## src/rtl/opbus_consts.vh

```
// Constants for the operand bus master port: state codes, cycle kinds, timing.
// Assumes inclusion by bare name from the design files under rtl/.
`ifndef OPBUS_CONSTS_VH
`define OPBUS_CONSTS_VH

// ----------------------------------------------------------------------------
// Arbiter state codes (one-hot)
// ----------------------------------------------------------------------------
`define ARB_IDLE      4'h1
`define ARB_REQ       4'h2
`define ARB_OWN       4'h4
`define ARB_DONE      4'h8
`define ARB_W         4

// ----------------------------------------------------------------------------
// Bus cycle state codes (one-hot)
// ----------------------------------------------------------------------------
`define CYC_IDLE      4'h1
`define CYC_ADDR      4'h2
`define CYC_DATA      4'h4
`define CYC_END       4'h8
`define CYC_W         4

// ----------------------------------------------------------------------------
// Polarity of the cycle kind inputs and of idle outputs
// ----------------------------------------------------------------------------
`define KIND_MEM      1'h1
`define KIND_READ     1'h1
`define KIND_OPERAND  1'h1
`define STROBE_OFF    1'h1
`define STROBE_ON     1'h0

// ----------------------------------------------------------------------------
// Synchroniser depth
// ----------------------------------------------------------------------------
`define SYNC_STAGES   2

`endif

```

## src/rtl/operand_bus_master_port.v

```verilog
// Bus master port of the operand bus: arbitration handshake and cycle strobes.
// Assumes a core on the same clock posts cycle requests and holds them
// until done; pin inputs arrive asynchronously and are synchronised here.
`include "opbus_consts.vh"

// Notes on behaviour
// - Request bus low while needing ownership.
// - Test mode low floats bus request.
// - Take bus only after grant seen.
// - No ownership taken while busy asserted.
// - Acknowledge low while owning the bus.
// - Release acknowledge by floating, not high.
// - Fetch cycles drive operand flag low.
// - Wait for transfer acknowledge to finish.
// - Ack tied low means no wait states.
// - Memory select high memory, low I/O.
// - Direction high read, low write; float.
// - Address strobe marks address; float otherwise.
// - Data strobe marks data; float otherwise.
// - Test mode floats every output.
module operand_bus_master_port (
    input  wire MCLK,
    input  wire SRST,
    // Core side, same clock.
    input  wire CYC_REQ,
    input  wire CYC_MEM,
    input  wire CYC_READ,
    input  wire CYC_OPERAND,
    input  wire CYC_LAST,
    output wire CYC_DONE,
    output wire BUS_OWNED,
    // Pin inputs, asynchronous, active low.
    input  wire TEST_N,
    input  wire BUS_GRANT_IN_N,
    input  wire BUSY_IN_N,
    input  wire TRANSFER_ACK_IN_N,
    // Three-state pin outputs.
    output wire BUS_REQUEST_N_O,
    output wire BUS_REQUEST_N_OE,
    output wire MASTER_ACK_OUT_N_O,
    output wire MASTER_ACK_OUT_N_OE,
    output wire MEM_NOT_IO_O,
    output wire MEM_NOT_IO_OE,
    output wire READ_NOT_WRITE_O,
    output wire READ_NOT_WRITE_OE,
    output wire OPERAND_NOT_FETCH_O,
    output wire OPERAND_NOT_FETCH_OE,
    output wire ADDR_VALID_STROBE_N_O,
    output wire ADDR_VALID_STROBE_N_OE,
    output wire DATA_VALID_STROBE_N_O,
    output wire DATA_VALID_STROBE_N_OE
);

    // ------------------------------------------------------------------------
    // Input synchronisers
    // ------------------------------------------------------------------------
    wire [3:0] pins_sync;
    wire       test_mode;
    wire       grant_seen;
    wire       busy_seen;
    wire       xfer_ack;

    pin_sync #(
        .WIDTH    (4)
    ) u_sync (
        .clk      (MCLK),
        .rst      (SRST),
        .async_in ({TEST_N, BUS_GRANT_IN_N, BUSY_IN_N, TRANSFER_ACK_IN_N}),
        .sync_out (pins_sync)
    );

    // Reset loads high levels, so test mode and grant read inactive at start.
    assign test_mode  = ~pins_sync[3];
    assign grant_seen = ~pins_sync[2];
    assign busy_seen  = ~pins_sync[1];
    assign xfer_ack   = ~pins_sync[0];

    // ------------------------------------------------------------------------
    // State and registered outputs
    // ------------------------------------------------------------------------
    reg [`ARB_W-1:0] arb_reg;
    reg [`ARB_W-1:0] arb_next;
    reg [`CYC_W-1:0] cyc_reg;
    reg [`CYC_W-1:0] cyc_next;
    reg              req_n_reg;
    reg              req_n_next;
    reg              own_reg;
    reg              own_next;
    reg              mem_reg;
    reg              mem_next;
    reg              read_reg;
    reg              read_next;
    reg              opnd_reg;
    reg              opnd_next;
    reg              as_n_reg;
    reg              as_n_next;
    reg              ds_n_reg;
    reg              ds_n_next;
    reg              last_reg;
    reg              last_next;
    reg              done_reg;
    reg              done_next;

    // ------------------------------------------------------------------------
    // Arbitration machine
    // ------------------------------------------------------------------------
    // Ownership is held across back-to-back cycles until the core marks the
    // last one; re-arbitrating per cycle would cost a grant round trip each.
    always @* begin
        arb_next   = arb_reg;
        req_n_next = req_n_reg;
        own_next   = own_reg;
        case (arb_reg)
            `ARB_IDLE: begin
                if (CYC_REQ && !test_mode) begin
                    req_n_next = 1'b0;
                    arb_next   = `ARB_REQ;
                end
            end
            `ARB_REQ: begin
                // Grant is honoured only while no other master holds busy.
                if (grant_seen && !busy_seen) begin
                    own_next   = 1'b1;
                    req_n_next = 1'b1;
                    arb_next   = `ARB_OWN;
                end
            end
            `ARB_OWN: begin
                if (cyc_reg == `CYC_END && last_reg) begin
                    arb_next = `ARB_DONE;
                end
            end
            `ARB_DONE: begin
                own_next = 1'b0;
                arb_next = `ARB_IDLE;
            end
            default: begin
                arb_next   = `ARB_IDLE;
                req_n_next = 1'b1;
                own_next   = 1'b0;
            end
        endcase
    end

    // ------------------------------------------------------------------------
    // Bus cycle machine
    // ------------------------------------------------------------------------
    // Strobes only start once acknowledge has been driven for a cycle, so
    // the owner mark is visible before any control line moves.
    always @* begin
        cyc_next  = cyc_reg;
        mem_next  = mem_reg;
        read_next = read_reg;
        opnd_next = opnd_reg;
        as_n_next = as_n_reg;
        ds_n_next = ds_n_reg;
        last_next = last_reg;
        done_next = 1'b0;
        case (cyc_reg)
            `CYC_IDLE: begin
                if (own_reg && arb_reg == `ARB_OWN && CYC_REQ) begin
                    mem_next  = CYC_MEM;
                    read_next = CYC_READ;
                    opnd_next = CYC_OPERAND;
                    last_next = CYC_LAST;
                    as_n_next = `STROBE_ON;
                    cyc_next  = `CYC_ADDR;
                end
            end
            `CYC_ADDR: begin
                ds_n_next = `STROBE_ON;
                cyc_next  = `CYC_DATA;
            end
            `CYC_DATA: begin
                // With acknowledge tied low this state lasts one cycle.
                if (xfer_ack) begin
                    as_n_next = `STROBE_OFF;
                    ds_n_next = `STROBE_OFF;
                    done_next = 1'b1;
                    cyc_next  = `CYC_END;
                end
            end
            `CYC_END: begin
                opnd_next = `KIND_OPERAND;
                cyc_next  = `CYC_IDLE;
            end
            default: begin
                cyc_next  = `CYC_IDLE;
                as_n_next = `STROBE_OFF;
                ds_n_next = `STROBE_OFF;
            end
        endcase
    end

    // ------------------------------------------------------------------------
    // Registers
    // ------------------------------------------------------------------------
    // Test mode forces everything back to idle; a cycle cut short is lost,
    // which matches the need for a master reset around test mode.
    always @(posedge MCLK) begin
        if (SRST || test_mode) begin
            arb_reg   <= `ARB_IDLE;
            cyc_reg   <= `CYC_IDLE;
            req_n_reg <= 1'b1;
            own_reg   <= 1'b0;
            mem_reg   <= `KIND_MEM;
            read_reg  <= `KIND_READ;
            opnd_reg  <= `KIND_OPERAND;
            as_n_reg  <= `STROBE_OFF;
            ds_n_reg  <= `STROBE_OFF;
            last_reg  <= 1'b0;
            done_reg  <= 1'b0;
        end else begin
            arb_reg   <= arb_next;
            cyc_reg   <= cyc_next;
            req_n_reg <= req_n_next;
            own_reg   <= own_next;
            mem_reg   <= mem_next;
            read_reg  <= read_next;
            opnd_reg  <= opnd_next;
            as_n_reg  <= as_n_next;
            ds_n_reg  <= ds_n_next;
            last_reg  <= last_next;
            done_reg  <= done_next;
        end
    end

    assign CYC_DONE  = done_reg;
    assign BUS_OWNED = own_reg;

    // ------------------------------------------------------------------------
    // Pin drivers
    // ------------------------------------------------------------------------
    // Request is driven whenever not in test mode; ownership pins only
    // while the acknowledge is held.
    wire req_drive;
    wire own_drive;

    assign req_drive = ~test_mode;
    assign own_drive = own_reg & ~test_mode;

    tri_pin u_req (
        .drive_en (req_drive),
        .value_in (req_n_reg),
        .pin_o    (BUS_REQUEST_N_O),
        .pin_oe   (BUS_REQUEST_N_OE)
    );

    // Acknowledge is driven low only, never high: release means float.
    tri_pin u_ack (
        .drive_en (own_drive),
        .value_in (1'b0),
        .pin_o    (MASTER_ACK_OUT_N_O),
        .pin_oe   (MASTER_ACK_OUT_N_OE)
    );

    tri_pin u_mem (
        .drive_en (own_drive),
        .value_in (mem_reg),
        .pin_o    (MEM_NOT_IO_O),
        .pin_oe   (MEM_NOT_IO_OE)
    );

    tri_pin u_dir (
        .drive_en (own_drive),
        .value_in (read_reg),
        .pin_o    (READ_NOT_WRITE_O),
        .pin_oe   (READ_NOT_WRITE_OE)
    );

    tri_pin u_opnd (
        .drive_en (own_drive),
        .value_in (opnd_reg),
        .pin_o    (OPERAND_NOT_FETCH_O),
        .pin_oe   (OPERAND_NOT_FETCH_OE)
    );

    tri_pin u_as (
        .drive_en (own_drive),
        .value_in (as_n_reg),
        .pin_o    (ADDR_VALID_STROBE_N_O),
        .pin_oe   (ADDR_VALID_STROBE_N_OE)
    );

    tri_pin u_ds (
        .drive_en (own_drive),
        .value_in (ds_n_reg),
        .pin_o    (DATA_VALID_STROBE_N_O),
        .pin_oe   (DATA_VALID_STROBE_N_OE)
    );

endmodule // operand_bus_master_port

```

## src/rtl/pin_sync.v

```verilog
// Two flip-flop synchroniser for a vector of asynchronous pin inputs.
// Assumes one clock; reset loads the inactive (high) level of each pin.
module pin_sync #(
    parameter WIDTH = 1
) (
    input  wire             clk,
    input  wire             rst,
    input  wire [WIDTH-1:0] async_in,
    output wire [WIDTH-1:0] sync_out
);

    // ------------------------------------------------------------------------
    // Two stages
    // ------------------------------------------------------------------------
    reg [WIDTH-1:0] meta_reg;
    reg [WIDTH-1:0] stable_reg;

    // The first stage feeds only the second, so metastability cannot spread.
    always @(posedge clk) begin
        if (rst) begin
            meta_reg   <= {WIDTH{1'b1}};
            stable_reg <= {WIDTH{1'b1}};
        end else begin
            meta_reg   <= async_in;
            stable_reg <= meta_reg;
        end
    end

    assign sync_out = stable_reg;

endmodule // pin_sync

```

## src/rtl/tri_pin.v

```verilog
// Output stage of a three-state pin: value and enable, no high impedance here.
// Assumes the pad or bench resolves the wire from the enable.
module tri_pin (
    input  wire drive_en,
    input  wire value_in,
    output wire pin_o,
    output wire pin_oe
);

    // ------------------------------------------------------------------------
    // Gated drive
    // ------------------------------------------------------------------------
    // The value is forced high when not driving so a floating pin never
    // shows a stale active level to a bench that ignores the enable.
    assign pin_o  = drive_en ? value_in : 1'b1;
    assign pin_oe = drive_en;

endmodule // tri_pin

```

## config.mk

```make
export PLATFORM = sky130hd
export DESIGN_NAME = operand_bus_master_port
export DESIGN_NICKNAME = d
export VERILOG_FILES = /design/src/rtl/operand_bus_master_port.v /design/src/rtl/pin_sync.v /design/src/rtl/tri_pin.v
export VERILOG_INCLUDE_DIRS = /design/src /design/src/rtl
export SDC_FILE = /design/constraint.sdc
export NUM_CORES = 1
export LEC_CHECK = 0
export CORE_ASPECT_RATIO = 0.6
export CORE_UTILIZATION = 40
export DETAILED_ROUTE_END_ITERATION = 10
export DONT_BUFFER_PORTS = 1
export GPL_TIMING_DRIVEN = 0
export SLEW_MARGIN = 20
export SYNTH_ARGS = -nofsm -noshare
export SYNTH_HDL_FRONTEND = slang
export SYNTH_HIERARCHICAL = 1
export SYNTH_SLANG_ARGS = --single-unit
```

## constraint.sdc

```tcl
create_clock -name MCLK -period 1.6 [get_ports MCLK]
set_input_delay 0.16 -clock MCLK [delete_from_list [all_inputs] [get_ports MCLK]]
set_output_delay 0.16 -clock MCLK [all_outputs]
set_load 0.005 [all_outputs]
```

## Word level (Yosys, flattened, before mapping)

Cells that the tools add are included.

- Multiplexer cells: 25
- $lt $le $gt $ge: 0
- Div/mod/pow operators: 0
- Reductions and logical operators: 20
- Bitwise gates (word level): 8
- $mul: 0
- Shifts and indexed selects: 0
- Eq/ne operators: 13
- $add $sub $neg: 0

Operators by type and width:

| cell | number |
|---|---|
| $pmux 4 s3 | 2 |
| $mux 4 | 5 |
| $mux 1 | 13 |
| $ne 2x2->1 const B | 5 |
| $reduce_and 2->1 | 5 |
| $reduce_or 2->1 | 5 |
| $pmux 1 s3 | 3 |
| $reduce_and 3->1 | 3 |
| $eq 4x1->1 const B | 2 |
| $eq 4x2->1 const B | 2 |
| $eq 4x3->1 const B | 2 |
| $eq 4x4->1 const B | 2 |
| $not 1->1 | 7 |
| $logic_and 1x1->1 | 5 |
| $pmux 1 s2 | 2 |
| $reduce_bool 2->1 | 1 |
| $and 1x1->1 | 1 |
| $logic_or 1x1->1 | 1 |

- Memories kept: 0
- Bits in registers: 25
- Bits of input ports: 11
- Bits in latches: 0
- Output and inout bits: 16
- Bits in read-only memories: 0
- Logic and storage cells: 79
- RAM bits: 0

## Longest topological paths before layout

- Depth after elaboration: 5
- Mapped depth: 6
- Gate-level depth less buffers: 4

## By module

Netlist, hierarchy kept.

By module, submodules not included:

| module | sequential area each (um^2) | area each (um^2) | times used | cells each |
|---|---|---|---|---|
| operand_bus_master_port | 340.3 | 830.8 | 1 | 88 |
| pin_sync | 160.2 | 210.2 | 1 | 16 |
| tri_pin | 0.0 | 13.8 | 7 | 2 |

## Worst setup path before layout

OpenSTA, ideal clock, no wires.

- Path kind: register to register
- Start point: reg cyc_reg[2]
- End point: reg ds_n_reg
- Data required time: 1480 ps
- Buffers on the path: 1
- Setup time: 120 ps
- Slack: 193 ps
- Stages on the path, launching flop included: 6
- Clock period less this slack: 1407 ps
- Arrival: 1287 ps
- Cell sequence: dfxtp_1 -> clkbuf_1 -> or3b_1 -> o31a_1 -> o21a_1 -> o31a_1

- Cells in the longest elaborated chain, start to end: 4
- Elaborated cells on any way between the ends: 9
- Those cells by class: eq/ne: 5; mux: 1; bitwise: 1; reduce/logical: 2

RTL lines:

| item | RTL line | source |
|---|---|---|
| from (decl) | operand_bus_master_port.v:83 | `` reg [`CYC_W-1:0] cyc_reg; `` |
| from (signal assigned) | operand_bus_master_port.v:203 | `` cyc_reg <= `CYC_IDLE; `` |
| from (signal assigned) | operand_bus_master_port.v:215 | `cyc_reg <= cyc_next;` |
| parallel branches: the longest is 4 deep, another holds $eq 4x4->1 | -- |  |
| to (signal assigned) | operand_bus_master_port.v:210 | `` ds_n_reg <= `STROBE_OFF; `` |
| to (signal assigned) | operand_bus_master_port.v:222 | `ds_n_reg <= ds_n_next;` |
| to (decl) | operand_bus_master_port.v:97 | `reg ds_n_reg;` |

Several ways; the timed one is not identified.
A chain may end at the register's enable or synchronous reset.

## Worst setup path in the final report

- Start point: reg cyc_reg[1]
- End point: reg arb_reg[2]

- Cells in the longest elaborated chain, start to end: 4

RTL lines:

| item | RTL line | source |
|---|---|---|
| $eq 4x4->1 | -- |  |
| $logic_and 1x1->1 | operand_bus_master_port.v:129 | `` if (cyc_reg == `CYC_END && last_reg) begin `` |
| $ne 2x2->1 (no source line) | -- |  |
| $reduce_and 3->1 (no source line) | -- |  |
| to (signal assigned) | operand_bus_master_port.v:202 | `` arb_reg <= `ARB_IDLE; `` |
| to (signal assigned) | operand_bus_master_port.v:214 | `arb_reg <= arb_next;` |
| to (decl) | operand_bus_master_port.v:81 | `` reg [`ARB_W-1:0] arb_reg; `` |

Every way passes these cells.

==> flow_summary.ini <==
[sta]
clock_skew_ps = 3.01
finalCriticalPeriod_ps = 1550
setup_viol = 0
period_share_pct = 96.9
setup_ws_ps = 49.2
fin_setup_tns_ps = 0
worstMarginPinSlew_ps = 576
hold_violations = 0
relSlewSlack_pct = 61.0
maxSlewViolCount = 0
rsz0062_at_grt = no
max_freq_mhz = 645

[final_layout]
drive_above_1_share_pct = 20.0
nNetsFinal = 142
diodes = 0
synthToLayoutAreaGrowth_pct = 16.4
fillCellCount = 243

[min_path]
hp-class = primary input to register

[worst_setup_path]
worstSetupEndpointType = register
cp.required_ps = 1760
start_kind = register
arrival_ps = 1710
critPathMaxFanout = 9
setup.worst_path.class = register to register

[run]
maxCapViolations = 0

[logic_synthesis]
synth_top_area_share_pct = 44.0
synthTopCellsByCount = 25 x dfxtp_1, 9 x nand2b_1
synth_cell_types = 39
syn_avg_cell_area_um2 = 9.64
ys_seq_elements = 25
ys_seq_area_share_pct = 44.0
synth_nets = 129
netlist_instances = 118
yosysTopAreaCell = dfxtp_1
yosysMostFrequentCell = dfxtp_1
synth_top_flop_cell = dfxtp_1
syn_area_um2 = 1140
ys.warnings.count = 6
synth.area.top_cells = dfxtp_1 44%, buf_4 5.3%, nand2b_1 5.0%
ys_async_sr_fraction_pct = 0
synth_edf_count = 0

[die]
start_util_pct = 43.9
ios = 27
core_um2 = 2590
row_count = 14
die_x_um = 70.8
design.die.area_um2 = 3070
die_h_um = 43.3

[global_route]
grt_pass1_vias = 726
grt.overflow.total = 0
antenna_found_initial = 0
grt_max_degree = 14
grt_first_pass_wirelength_um = 3380
track_usage_pct = 15.0

[routing]
wire_per_inst_um = 13.1
viasPerCell = 4.99
drc = 0
antenna_left = 0
first_pass_iters = 6
vias = 809
drt_iter0_markers = 26
drt_wl_total_um = 2120

[power]
p_per_area_nw_per_um2 = 884
peakVddDrop_mv = 0.540
p_leak_nw = 0.500

[place]
pre_cts_ws_ps = 60.9
port_buffers = 0
place_hpwl_um = 1490
gp_congestion = 0.763

[clocking]
cts_buffers = 3
cts-htree-levels = 1
cts_tree = yes
clock-sinks = 25
root_buffer = clkbuf_8
clk_latency_ps = 260
cts.path.max_buffers = 2
clk_pin_slew_ps = 80

[status]
outcome = completed
## worst max-delay path: stages (launching register included)
cell and delay, ps:
dfxtp_1 310, buf_2 170, nor4b_1 550, a21oi_1 180, o211a_1 240
## where the power goes
part / total (mW) / switching [mW] / internal (mW) / leakage [nW]
Clock: 0.359 / 0.181 / 0.178 / 0.0228
Sequential: 0.669 / 0.0240 / 0.645 / 0.205
Combinational: 0.142 / 0.0649 / 0.0776 / 0.272
## metrics by stage
stage | hold WS [ps] | total power, mW | util, % | cell area (um^2) | instances
after global routing | 16.7 | 1.24 | 51.1 | 1320 | 162
after detailed placement | 262 | 0.805 | 45.4 | 1180 | 150
after CTS | 8.74 | 1.18 | 49.5 | 1280 | 160
final | 15.2 | 1.17 | 51.1 | 1320 | 162
after global placement | 258 | 0.801 | 45.4 | 1180 | 150
after floorplan | 257 | 0.780 | - | 1140 | 118
## cell usage in the layout, fill, tap and decap left out, types with 2 or more instances in the layout
master	n
a211oi_1	2
a21o_1	3
a21oi_1	3
and4b_1	2
buf_2	2
buf_4	10
clkbuf_1	2
clkbuf_8	3
dfxtp_1	22
dfxtp_2	3
dlygate4sd3_1	7
mux2i_1	4
nand2_1	8
nand2b_1	9
nand3_1	2
nor2_1	8
nor4b_2	2
nor4b_4	2
o21ai_0	2
o31a_1	2
or2_1	8
or3_1	3
xnor2_1	2
## cells by family (layout without fill, tap and decap cells)
group / Yosys count / after routing / synth area share (%)
buf+inv: 13 / 25 / 7.15
compound gates: 18 / 18 / 11.4
flops: 25 / 25 / 44.0
simple gates: 53 / 53 / 30.3
other cells: 1 / 1 / 0.330
mux: 5 / 5 / 4.51
xor+xnor: 3 / 3 / 2.31
## layout make-up
type / count / area, um^2 / area share (%)
Clock buffer: 4 / 45.0 / 3.40
Sequential cell: 25 / 504 / 38.1
Buffer: 11 / 73.8 / 5.58
Timing Repair Buffer: 9 / 85.1 / 6.43
Multi-Input combinational cell: 80 / 572 / 43.2
Inverter: 1 / 3.75 / 0.284
Tap cell: 32 / 40.0 / 3.02
## metal layers
metal | vias up | GRT usage, % | routed length [um]
li1 | 424 | - | -
met1 | 363 | 20.7 | 1110
met2 | 20 | 21.3 | 891
met3 | 2 | 6.18 | 97
met4 | 0 | 4.80 | 19
met5 | - | 0 | 0
## repair_timing
| action | 4_1_cts | 5_1_grt |
|---|---|---|
| setup endpoints to repair | 0 | 14 |
| setup buffers | 0 | 2 |
| hold buffers | 6 | 1 |
| endpoints found under the hold margin | 7 | 1 |
| resized for setup | 0 | 6 |
## path summary, 6_finish.rpt
check                     startpoint                  to  slack (ps)  depth (start not counted)
setup / recovery          cyc_reg[1]          arb_reg[2]          50                          4
hold / removal           CYC_OPERAND            opnd_reg          20                          2
setup reg to reg          cyc_reg[1]          arb_reg[2]          50                          4
hold reg to reg   u_sync/meta_reg[2]  u_sync/sync_out[2]         410                          1
No activity file was read; power rests on OpenSTA's default activity.
